<file path="src/icu_defines.svh">
`ifndef ICU_DEFINES_SVH
`define ICU_DEFINES_SVH
// Register indices on the plain register port.
`define ICU_ADDR_CTRL1      4'h0
`define ICU_ADDR_CTRL2      4'h1
`define ICU_ADDR_BUF        4'h2
`define ICU_ADDR_TIMER      4'h3
// First control register field positions.
`define ICU_MODE_LSB        0
`define ICU_MODE_MSB        2
`define ICU_NE_BIT          3
`define ICU_INTV_LSB        5
`define ICU_INTV_MSB        6
`define ICU_TSEL_LSB        10
`define ICU_TSEL_MSB        12
// Second control register field positions.
`define ICU_SYNC_LSB        0
`define ICU_SYNC_MSB        4
`define ICU_TSTAT_BIT       6
`define ICU_TRIG_BIT        7
`define ICU_CASC_BIT        8
// Reset values.
`define ICU_CTRL1_RST       16'h0000
`define ICU_CTRL2_RST       16'h0000
`define ICU_SYNC_NONE       5'h00
// Prescale counts for every 4th and every 16th rising edge.
`define ICU_PRE4_LAST       4'h3
`define ICU_PRE16_LAST      4'hf
`endif

</file>
<file path="src/icu_pkg.sv">
package icu_pkg;
    // Capture mode encodings held in the three-bit mode field.
    typedef enum logic [2:0] {
        ICU_M_OFF    = 3'h0,
        ICU_M_EVERY  = 3'h1,
        ICU_M_RISE   = 3'h3,
        ICU_M_RISE4  = 3'h4,
        ICU_M_RISE16 = 3'h5
    } icu_mode_t;
    // Run state of the capture engine.
    typedef enum logic [1:0] {
        ICU_S_IDLE,
        ICU_S_WAIT,
        ICU_S_RUN
    } icu_state_t;
endpackage : icu_pkg

</file>
<file path="src/icu_top.sv">
// Implementation choices: the register addresses and the strobed register port.
`timescale 1ns/1ps
`include "icu_defines.svh"
// Summary of operation
// - Capture time base on rising or both edges.
// - Prescale captures to every 4th or 16th rise.
// - Interrupt every event or every Nth event.
// - Not-empty flag shows waiting captured values.
// - Buffer read pops; flag clears when empty.
// - Five-bit sync source select; nonzero needed.
// - Start mode bit; trigger status cleared first.
// - Three-bit mode field selects operating mode.
// - Cascade bit joins odd and even modules.
// - Even module in cascade runs synchronously.
// - Odd module fields govern the pair; the even module still runs on its own mode, time base and source fields.
// - Cascaded sync pair held until source enabled.
// - Capture starts only with time base and source on.
// - Odd supplies low half, even high half.
// - Default is standalone sixteen-bit operation.
// - Odd wrap increments even count in cascade.
module icu_top #(
    parameter int DEPTH = 4,
    parameter int TW    = 16
) (
    input  wire logic         mclk_i,
    input  wire logic         rst_n_i,
    input  wire logic         capture_input_odd_i,
    input  wire logic [7:0]   timebase_run_i,
    input  wire logic [31:0]  sync_source_on_i,
    input  wire logic         odd_is_cascaded_i,
    input  wire logic         odd_wrap_i,
    input  wire logic         is_even_i,
    input  wire logic [3:0]   addr_i,
    input  wire logic [15:0]  wdata_i,
    input  wire logic         wr_i,
    input  wire logic         rd_i,
    output logic [15:0]       rdata_o,
    output logic              capture_event_o,
    output logic              interrupt_o,
    output logic              wrap_o
);
    import icu_pkg::*;

    localparam int AW = $clog2(DEPTH);

    logic [15:0]          ctrl1_q, ctrl1_d;      // First control register.
    logic [15:0]          ctrl2_q, ctrl2_d;      // Second control register.
    logic [TW-1:0]        timer_q, timer_d;      // Own time base count.
    logic [TW-1:0]        mem_q [DEPTH];         // FIFO storage.
    logic [TW-1:0]        mem_d [DEPTH];         // Next FIFO storage.
    logic [AW-1:0]        wp_q, wp_d;            // Write pointer.
    logic [AW-1:0]        rp_q, rp_d;            // Read pointer.
    logic [AW:0]          cnt_q, cnt_d;          // Entries held.
    logic                 pin_q, pin_d;          // Previous pin level.
    logic [3:0]           pre_q, pre_d;          // Edge prescaler.
    logic [1:0]           ev_q, ev_d;            // Events since interrupt.
    icu_state_t           st_q, st_d;            // Run state.
    logic [15:0]          rdata_d;
    logic                 cap_q, cap_d;
    logic                 irq_q, irq_d;
    logic                 wrap_q, wrap_d;

    // Decoded fields.
    logic [2:0] mode;
    logic [1:0] intv;
    logic [2:0] tsel;
    logic [4:0] ssel;
    logic       trig, casc, tb_on, src_on, rise, fall, qual, push, pop;

    always_comb
    begin
        mode   = ctrl1_q[`ICU_MODE_MSB:`ICU_MODE_LSB];
        intv   = ctrl1_q[`ICU_INTV_MSB:`ICU_INTV_LSB];
        tsel   = ctrl1_q[`ICU_TSEL_MSB:`ICU_TSEL_LSB];
        ssel   = ctrl2_q[`ICU_SYNC_MSB:`ICU_SYNC_LSB];
        casc   = ctrl2_q[`ICU_CASC_BIT];
        // The even half in cascade is forced to sync mode; its own trigger bit is ignored.
        trig   = ctrl2_q[`ICU_TRIG_BIT] & ~(casc & is_even_i);
        tb_on  = timebase_run_i[tsel];
        // Source zero means no source, so the unit never starts on it.
        src_on = (ssel != `ICU_SYNC_NONE) & sync_source_on_i[ssel];
        rise   = capture_input_odd_i & ~pin_q;
        fall   = ~capture_input_odd_i & pin_q;
        pop    = rd_i & (addr_i == `ICU_ADDR_BUF) & (cnt_q != '0);
    end

    // Run state: wait for the chosen time base and source.
    always_comb
    begin
        st_d = st_q;
        case (st_q)
            ICU_S_IDLE:
            begin
                // Mode off parks the engine.
                if (mode != ICU_M_OFF)
                    st_d = ICU_S_WAIT;
            end
            ICU_S_WAIT:
            begin
                // Held until both enables are present.
                if (mode == ICU_M_OFF)
                    st_d = ICU_S_IDLE;
                else if (tb_on & src_on)
                    st_d = ICU_S_RUN;
            end
            ICU_S_RUN:
            begin
                // Sync mode drops back when source goes away; trigger
                // mode stays armed once fired.
                if (mode == ICU_M_OFF)
                    st_d = ICU_S_IDLE;
                else if (!trig && !src_on)
                    st_d = ICU_S_WAIT;
            end
            default: st_d = ICU_S_IDLE;
        endcase
    end

    // Edge qualification and prescale.
    always_comb
    begin
        pin_d = capture_input_odd_i;
        pre_d = pre_q;
        qual  = 1'b0;
        if (st_q != ICU_S_RUN)
            pre_d = 4'h0;
        else
        begin
            case (mode)
                ICU_M_EVERY: qual = rise | fall;
                ICU_M_RISE:  qual = rise;
                ICU_M_RISE4, ICU_M_RISE16:
                begin
                    // Prescaler counts rises, fires on the last one.
                    if (rise)
                    begin
                        if (pre_q == ((mode == ICU_M_RISE4) ?
                            `ICU_PRE4_LAST : `ICU_PRE16_LAST))
                        begin
                            qual  = 1'b1;
                            pre_d = 4'h0;
                        end
                        else
                            pre_d = pre_q + 4'h1;
                    end
                end
                default: qual = 1'b0;
            endcase
        end
        // Full FIFO drops the capture rather than overwriting.
        push = qual & (cnt_q != DEPTH[AW:0]);
    end

    // Time base count, FIFO and interrupt decimation.
    always_comb
    begin
        timer_d = timer_q;
        wrap_d  = 1'b0;
        if (st_q == ICU_S_RUN)
        begin
            // Even half of a pair counts odd wraps only.
            if (!(casc && is_even_i) || odd_wrap_i)
            begin
                timer_d = timer_q + 1'b1;
                wrap_d  = &timer_q;
            end
        end
        else if (casc)
            timer_d = '0;
        mem_d = mem_q;
        wp_d  = wp_q;
        rp_d  = rp_q;
        if (push)
        begin
            mem_d[wp_q] = timer_q;
            wp_d        = wp_q + 1'b1;
        end
        if (pop)
            rp_d = rp_q + 1'b1;
        cnt_d = cnt_q + {{AW{1'b0}}, push} - {{AW{1'b0}}, pop};
        cap_d = push;
        irq_d = 1'b0;
        ev_d  = ev_q;
        // Interval code n raises the interrupt every n+1 events.
        if (push && !(casc && is_even_i))
        begin
            // A count already past a newly lowered code fires on the next capture,
            // so lowering the interval while running never stalls it.
            if (ev_q >= intv)
            begin
                irq_d = 1'b1;
                ev_d  = 2'h0;
            end
            else
                ev_d = ev_q + 2'h1;
        end
        if (st_q != ICU_S_RUN)
            ev_d = 2'h0;
    end

    // Register writes; trigger status is set by hardware on firing.
    always_comb
    begin
        ctrl1_d = ctrl1_q;
        ctrl2_d = ctrl2_q;
        if (wr_i && addr_i == `ICU_ADDR_CTRL1)
        begin
            ctrl1_d = wdata_i;
            ctrl1_d[`ICU_NE_BIT] = 1'b0;
        end
        if (wr_i && addr_i == `ICU_ADDR_CTRL2)
            ctrl2_d = wdata_i;
        // A firing in the cycle of a clear still sets the status.
        if (trig && st_q == ICU_S_WAIT && st_d == ICU_S_RUN)
            ctrl2_d[`ICU_TSTAT_BIT] = 1'b1;
        rdata_d = 16'h0000;
        if (rd_i)
        begin
            case (addr_i)
                `ICU_ADDR_CTRL1:
                begin
                    rdata_d = ctrl1_q;
                    rdata_d[`ICU_NE_BIT] = (cnt_q != '0);
                end
                `ICU_ADDR_CTRL2: rdata_d = ctrl2_q;
                `ICU_ADDR_BUF:   rdata_d = (cnt_q != '0) ?
                                           16'(mem_q[rp_q]) : 16'h0000;
                `ICU_ADDR_TIMER: rdata_d = 16'(timer_q);
                default:         rdata_d = 16'h0000;
            endcase
        end
    end

    // All state registers.
    always_ff @(posedge mclk_i or negedge rst_n_i)
    begin
        if (!rst_n_i)
        begin
            ctrl1_q <= `ICU_CTRL1_RST;
            ctrl2_q <= `ICU_CTRL2_RST;
            timer_q <= '0;
            for (int i = 0; i < DEPTH; i++)
                mem_q[i] <= '0;
            wp_q    <= '0;
            rp_q    <= '0;
            cnt_q   <= '0;
            pin_q   <= 1'b0;
            pre_q   <= 4'h0;
            ev_q    <= 2'h0;
            st_q    <= ICU_S_IDLE;
            rdata_o <= 16'h0000;
            cap_q   <= 1'b0;
            irq_q   <= 1'b0;
            wrap_q  <= 1'b0;
        end
        else
        begin
            ctrl1_q <= ctrl1_d;
            ctrl2_q <= ctrl2_d;
            timer_q <= timer_d;
            mem_q   <= mem_d;
            wp_q    <= wp_d;
            rp_q    <= rp_d;
            cnt_q   <= cnt_d;
            pin_q   <= pin_d;
            pre_q   <= pre_d;
            ev_q    <= ev_d;
            st_q    <= st_d;
            rdata_o <= rdata_d;
            cap_q   <= cap_d;
            irq_q   <= irq_d;
            wrap_q  <= wrap_d;
        end
    end

    assign capture_event_o = cap_q;
    assign interrupt_o     = irq_q;
    assign wrap_o          = wrap_q;

    // A full FIFO must not grow.
    a_fifo_no_over: assert property (@(posedge mclk_i) disable iff (!rst_n_i)
        cnt_q <= DEPTH[AW:0]) else $error("fifo count above depth");
    // Not-empty flag readback tracks occupancy.
    a_ne_flag_read: assert property (@(posedge mclk_i) disable iff (!rst_n_i)
        rd_i && addr_i == `ICU_ADDR_CTRL1 |=>
        rdata_o[`ICU_NE_BIT] == ($past(cnt_q) != 0))
        else $error("not-empty flag wrong");
    // A pop lowers the count when nothing is pushed.
    a_pop_lowers: assert property (@(posedge mclk_i) disable iff (!rst_n_i)
        pop && !push |=> cnt_q == $past(cnt_q) - 1)
        else $error("pop did not lower count");
    // Captures only happen while running.
    a_cap_run_only: assert property (@(posedge mclk_i) disable iff (!rst_n_i)
        capture_event_o |-> $past(st_q) == ICU_S_RUN)
        else $error("capture outside run");
    // Interval code zero interrupts on every capture.
    a_irq_every: assert property (@(posedge mclk_i) disable iff (!rst_n_i)
        push && intv == 2'h0 && !(casc && is_even_i) && st_q == ICU_S_RUN
        |=> interrupt_o) else $error("missed interrupt");
    // Rising-only mode ignores falling edges.
    a_rise_only: assert property (@(posedge mclk_i) disable iff (!rst_n_i)
        st_q == ICU_S_RUN && mode == ICU_M_RISE && fall |=> !capture_event_o)
        else $error("fall captured");
    // Zero source never moves from waiting to running.
    a_src_zero: assert property (@(posedge mclk_i) disable iff (!rst_n_i)
        st_q == ICU_S_WAIT && ssel == 5'h00 |=> st_q != ICU_S_RUN)
        else $error("started on source zero");
    // Even half in cascade counts only on odd wraps.
    a_even_hold: assert property (@(posedge mclk_i) disable iff (!rst_n_i)
        st_q == ICU_S_RUN && casc && is_even_i && !odd_wrap_i &&
        st_d == ICU_S_RUN |=> $stable(timer_q))
        else $error("even half counted");
endmodule : icu_top

</file>
<file path="config.mk">
export PLATFORM = sky130hd
export DESIGN_NAME = icu_top
export DESIGN_NICKNAME = d
export VERILOG_FILES = /design/src/icu_pkg.sv /design/src/icu_top.sv
export VERILOG_INCLUDE_DIRS = /design/src
export SDC_FILE = /design/constraint.sdc
export NUM_CORES = 1
export LEC_CHECK = 0
export BUFFER_PORTS_ARGS = -buffer_cell sky130_fd_sc_hd__buf_2
export CORE_MARGIN = 2
export CORE_UTILIZATION = 50
export DETAILED_ROUTE_END_ITERATION = 12
export PLACE_DENSITY_LB_ADDON = 0.3
export RECOVER_POWER = 50
export SKIP_CTS_REPAIR_TIMING = 1
export SYNTH_ARGS = -nofsm -noshare
export SYNTH_HDL_FRONTEND = slang
export SYNTH_SLANG_ARGS = --single-unit
</file>
<file path="constraint.sdc">
create_clock -name mclk_i -period 6.7 [get_ports mclk_i]
set_clock_uncertainty 0.1 [all_clocks]
set_input_delay 1.005 -clock mclk_i [delete_from_list [all_inputs] [get_ports mclk_i]]
set_output_delay 1.005 -clock mclk_i [all_outputs]
set_load 0.01 [all_outputs]
</file>
==> results.toml <==
[placed_design]
port_buffers = 85
dp_hpwl_um = 10600
routabilityCongestion = 0.849
dp.cells = 793

[cells_and_area]
post_route_cells_drive_above_1_share = 0.346
syn_to_final_growth_pct = 13.2
antenna_cells = 0
fin_cells = 823
finalNetCount = 708

[yosys]
synth_flop_cell = "dfrtp_1"
synth_area_leaders = "dfrtp_1 (50%), mux2_2 (8.9%), mux2_4 (8.2%)"
synth_edf_count = 0
syn_nets = 640
synth_cells = 560
synthTopCellsByCount = "dfrtp_1 (146), mux2_2 (58), nor2_1 (48)"
syn-cell-area_um2 = 7350
yosysTopAreaCellShare = 0.497
ys_types = 62
ys_seq_area_frac = 0.497
ys_seq_elements = 146
ys_warn_count = 0
async_reset_ff_frac = 1.00
avgSynthCellArea_um2 = 13.1
synth_most_common_cell = "dfrtp_1"
netlist.top_cell.by_area = "dfrtp_1"

[routing]
drtIter0Drc = 310
met3_length_um = 657
met2WireLength_um = 7890
drt-met1-wl_um = 7110
dr.pass1.iters = 4
viasPerCell = 5.75
drc = 0
wire_per_inst_um = 19.4
wl_um = 15900
ant_nets = 0
top_layer_used = "met4"
vias = 4729

[global_routing]
grtUsageTotal = 0.215
grt_pass1_wl_um = 26400
grt_start_max_net_pins = 87
antenna_found_initial = 0
grt_overflow = 0
grt_pass1_vias = 5012

[die]
dieWidth_um = 125
num_rows = 44
ios = 87
die_h_um = 125
initial_utilization = 0.509
dieArea_um2 = 15700
core_um2 = 14400

[timing]
worstMarginPinSlew_ps = 3230
slew_headroom = -1.16
fin_crit_sh = 0.619
setup_tns_ps = 0
fmax_ghz = 0.241
setup_viol = 0
min_period_ps = 4150
slew_violations = 62
rsz0062_at_grt = "false"
finalHoldViolCount = 0

[cts]
clockRootBuffer = "clkbuf_16"
cts_buffers = 17
cts.sinks = 146
cts.path.max_buffers = 2
clkTransAtPathRegs_ps = 50
clkLatencyLatePin_ps = 420
cts_tree = "yes"
cts_max_level = 4

[worst_setup_path]
worstPathMaxFanout = 86
path_cells = "clkbuf_1 -> buf_4"
arrival_ps = 4430
rr_endpoint = "cnt_q[2]"
worstReg2RegStart = "cnt_q[1]"
regToRegSetupSlack_ps = 3390
cp_slowest_cell = "clkbuf_1"
r2r_cells = 11
critPathLaunchType = "input port"
path_buf_inv = 2
required_ps = 6980
cp_slowest_stage_delay_ps = 2240
cp_top_family = "buffers and inverters"
cp-end-kind = "asynchronous set/reset pin"
critical_path_class = "in2async"

[flow_run]
drv_cap = 1

[hold_path]
hp-start = "mem_q[63]"
hold_class = "reg2reg"
hold_depth = 1
worstHoldEndpoint = "mem_q[63]"

[status]
violations = "max-capacitance violations, max-slew violations"
status = "complete, but fails checks"

[pwr]
powerDensity_nw_per_um2 = 281
ir_drop_mv = 0.178
p_leak_uw = 0.00395
==> stage by stage <==
step | total power (uW) | worst slack [ps] | hold slack (ps) | util | area [um2]
after global placement | 1480 | 2920 | 380 | 0.542 | 7820
after global routing | 2450 | 1770 | 414 | 0.577 | 8320
after detailed placement | 1500 | 2850 | 389 | 0.542 | 7820
final | 2330 | 2550 | 404 | 0.577 | 8320
after floorplan | 1370 | 3390 | 356 | - | 7350
after CTS | 2360 | 3290 | 405 | 0.579 | 8350
==> worst max-delay path by stage <==
stage | start | end | cells past startpoint
CTS | capture_input_odd_i | cnt_q[2] | 13
finish | rst_n_i | mem_q[44] | 2
global placement | capture_input_odd_i | cnt_q[2] | 13
detailed placement | capture_input_odd_i | cnt_q[2] | 13
global route | rst_n_i | ctrl1_q[12] | 2
floorplan | capture_input_odd_i | cnt_q[2] | 13
==> final cells by class <==
class	instances	area, um2
Tap cell	184	230
Clock inverter	4	25.0
Fill cell	1150	6110
Clock buffer	26	509
Inverter	12	45.0
Timing Repair Buffer	88	417
Multi-Input combinational cell	363	3440
Sequential cell	146	3650
==> report_power, final <==
part | switching, uW | internal, uW | total, uW
Clock | 337 | 517 | 854
Sequential | 109 | 957 | 1070
Combinational | 213 | 201 | 413
Total | 659 | 1670 | 2330
==> sequential cells by signal, summed over array words and instances (netlist names) <==
name	flops
timer_q	16
ctrl1_q	15
cnt_q	3
ev_q	2
ctrl2_q	16
pin_q	1
rp_q	2
mem_q	64
wp_q	2
wrap_o	1
interrupt_o	1
capture_event_o	1
pre_q	4
st_q	2
rdata_o	16
==> placed cells by master (no fill, tap or decap), types with 9 or more instances in the layout <==
cell type / instances
nand2_1: 35
nor2_1: 48
inv_1: 12
mux2_4: 40
mux2_2: 58
dfrtp_1: 146
o21ai_0: 9
clkbuf_1: 27
mux4_2: 20
clkbuf_16: 17
a221oi_1: 17
buf_2: 63
mux2i_1: 25
ha_1: 11
==> cells by family after synthesis <==
kind of cell    synth area share
xor+xnor                  0.0131
fa+ha+maj                 0.0215
mux                        0.273
simple gates              0.0986
compound gates            0.0604
buf+inv                   0.0361
flops                      0.497
==> metal layers <==
layer | up-vias | GRT usage
met4 | 0 | 0.0876
li1 | 2162 | -
met1 | 2428 | 0.286
met3 | 21 | 0.0436
met2 | 118 | 0.349
met5 | - | 0
No activity file was read; power rests on OpenSTA's default activity.
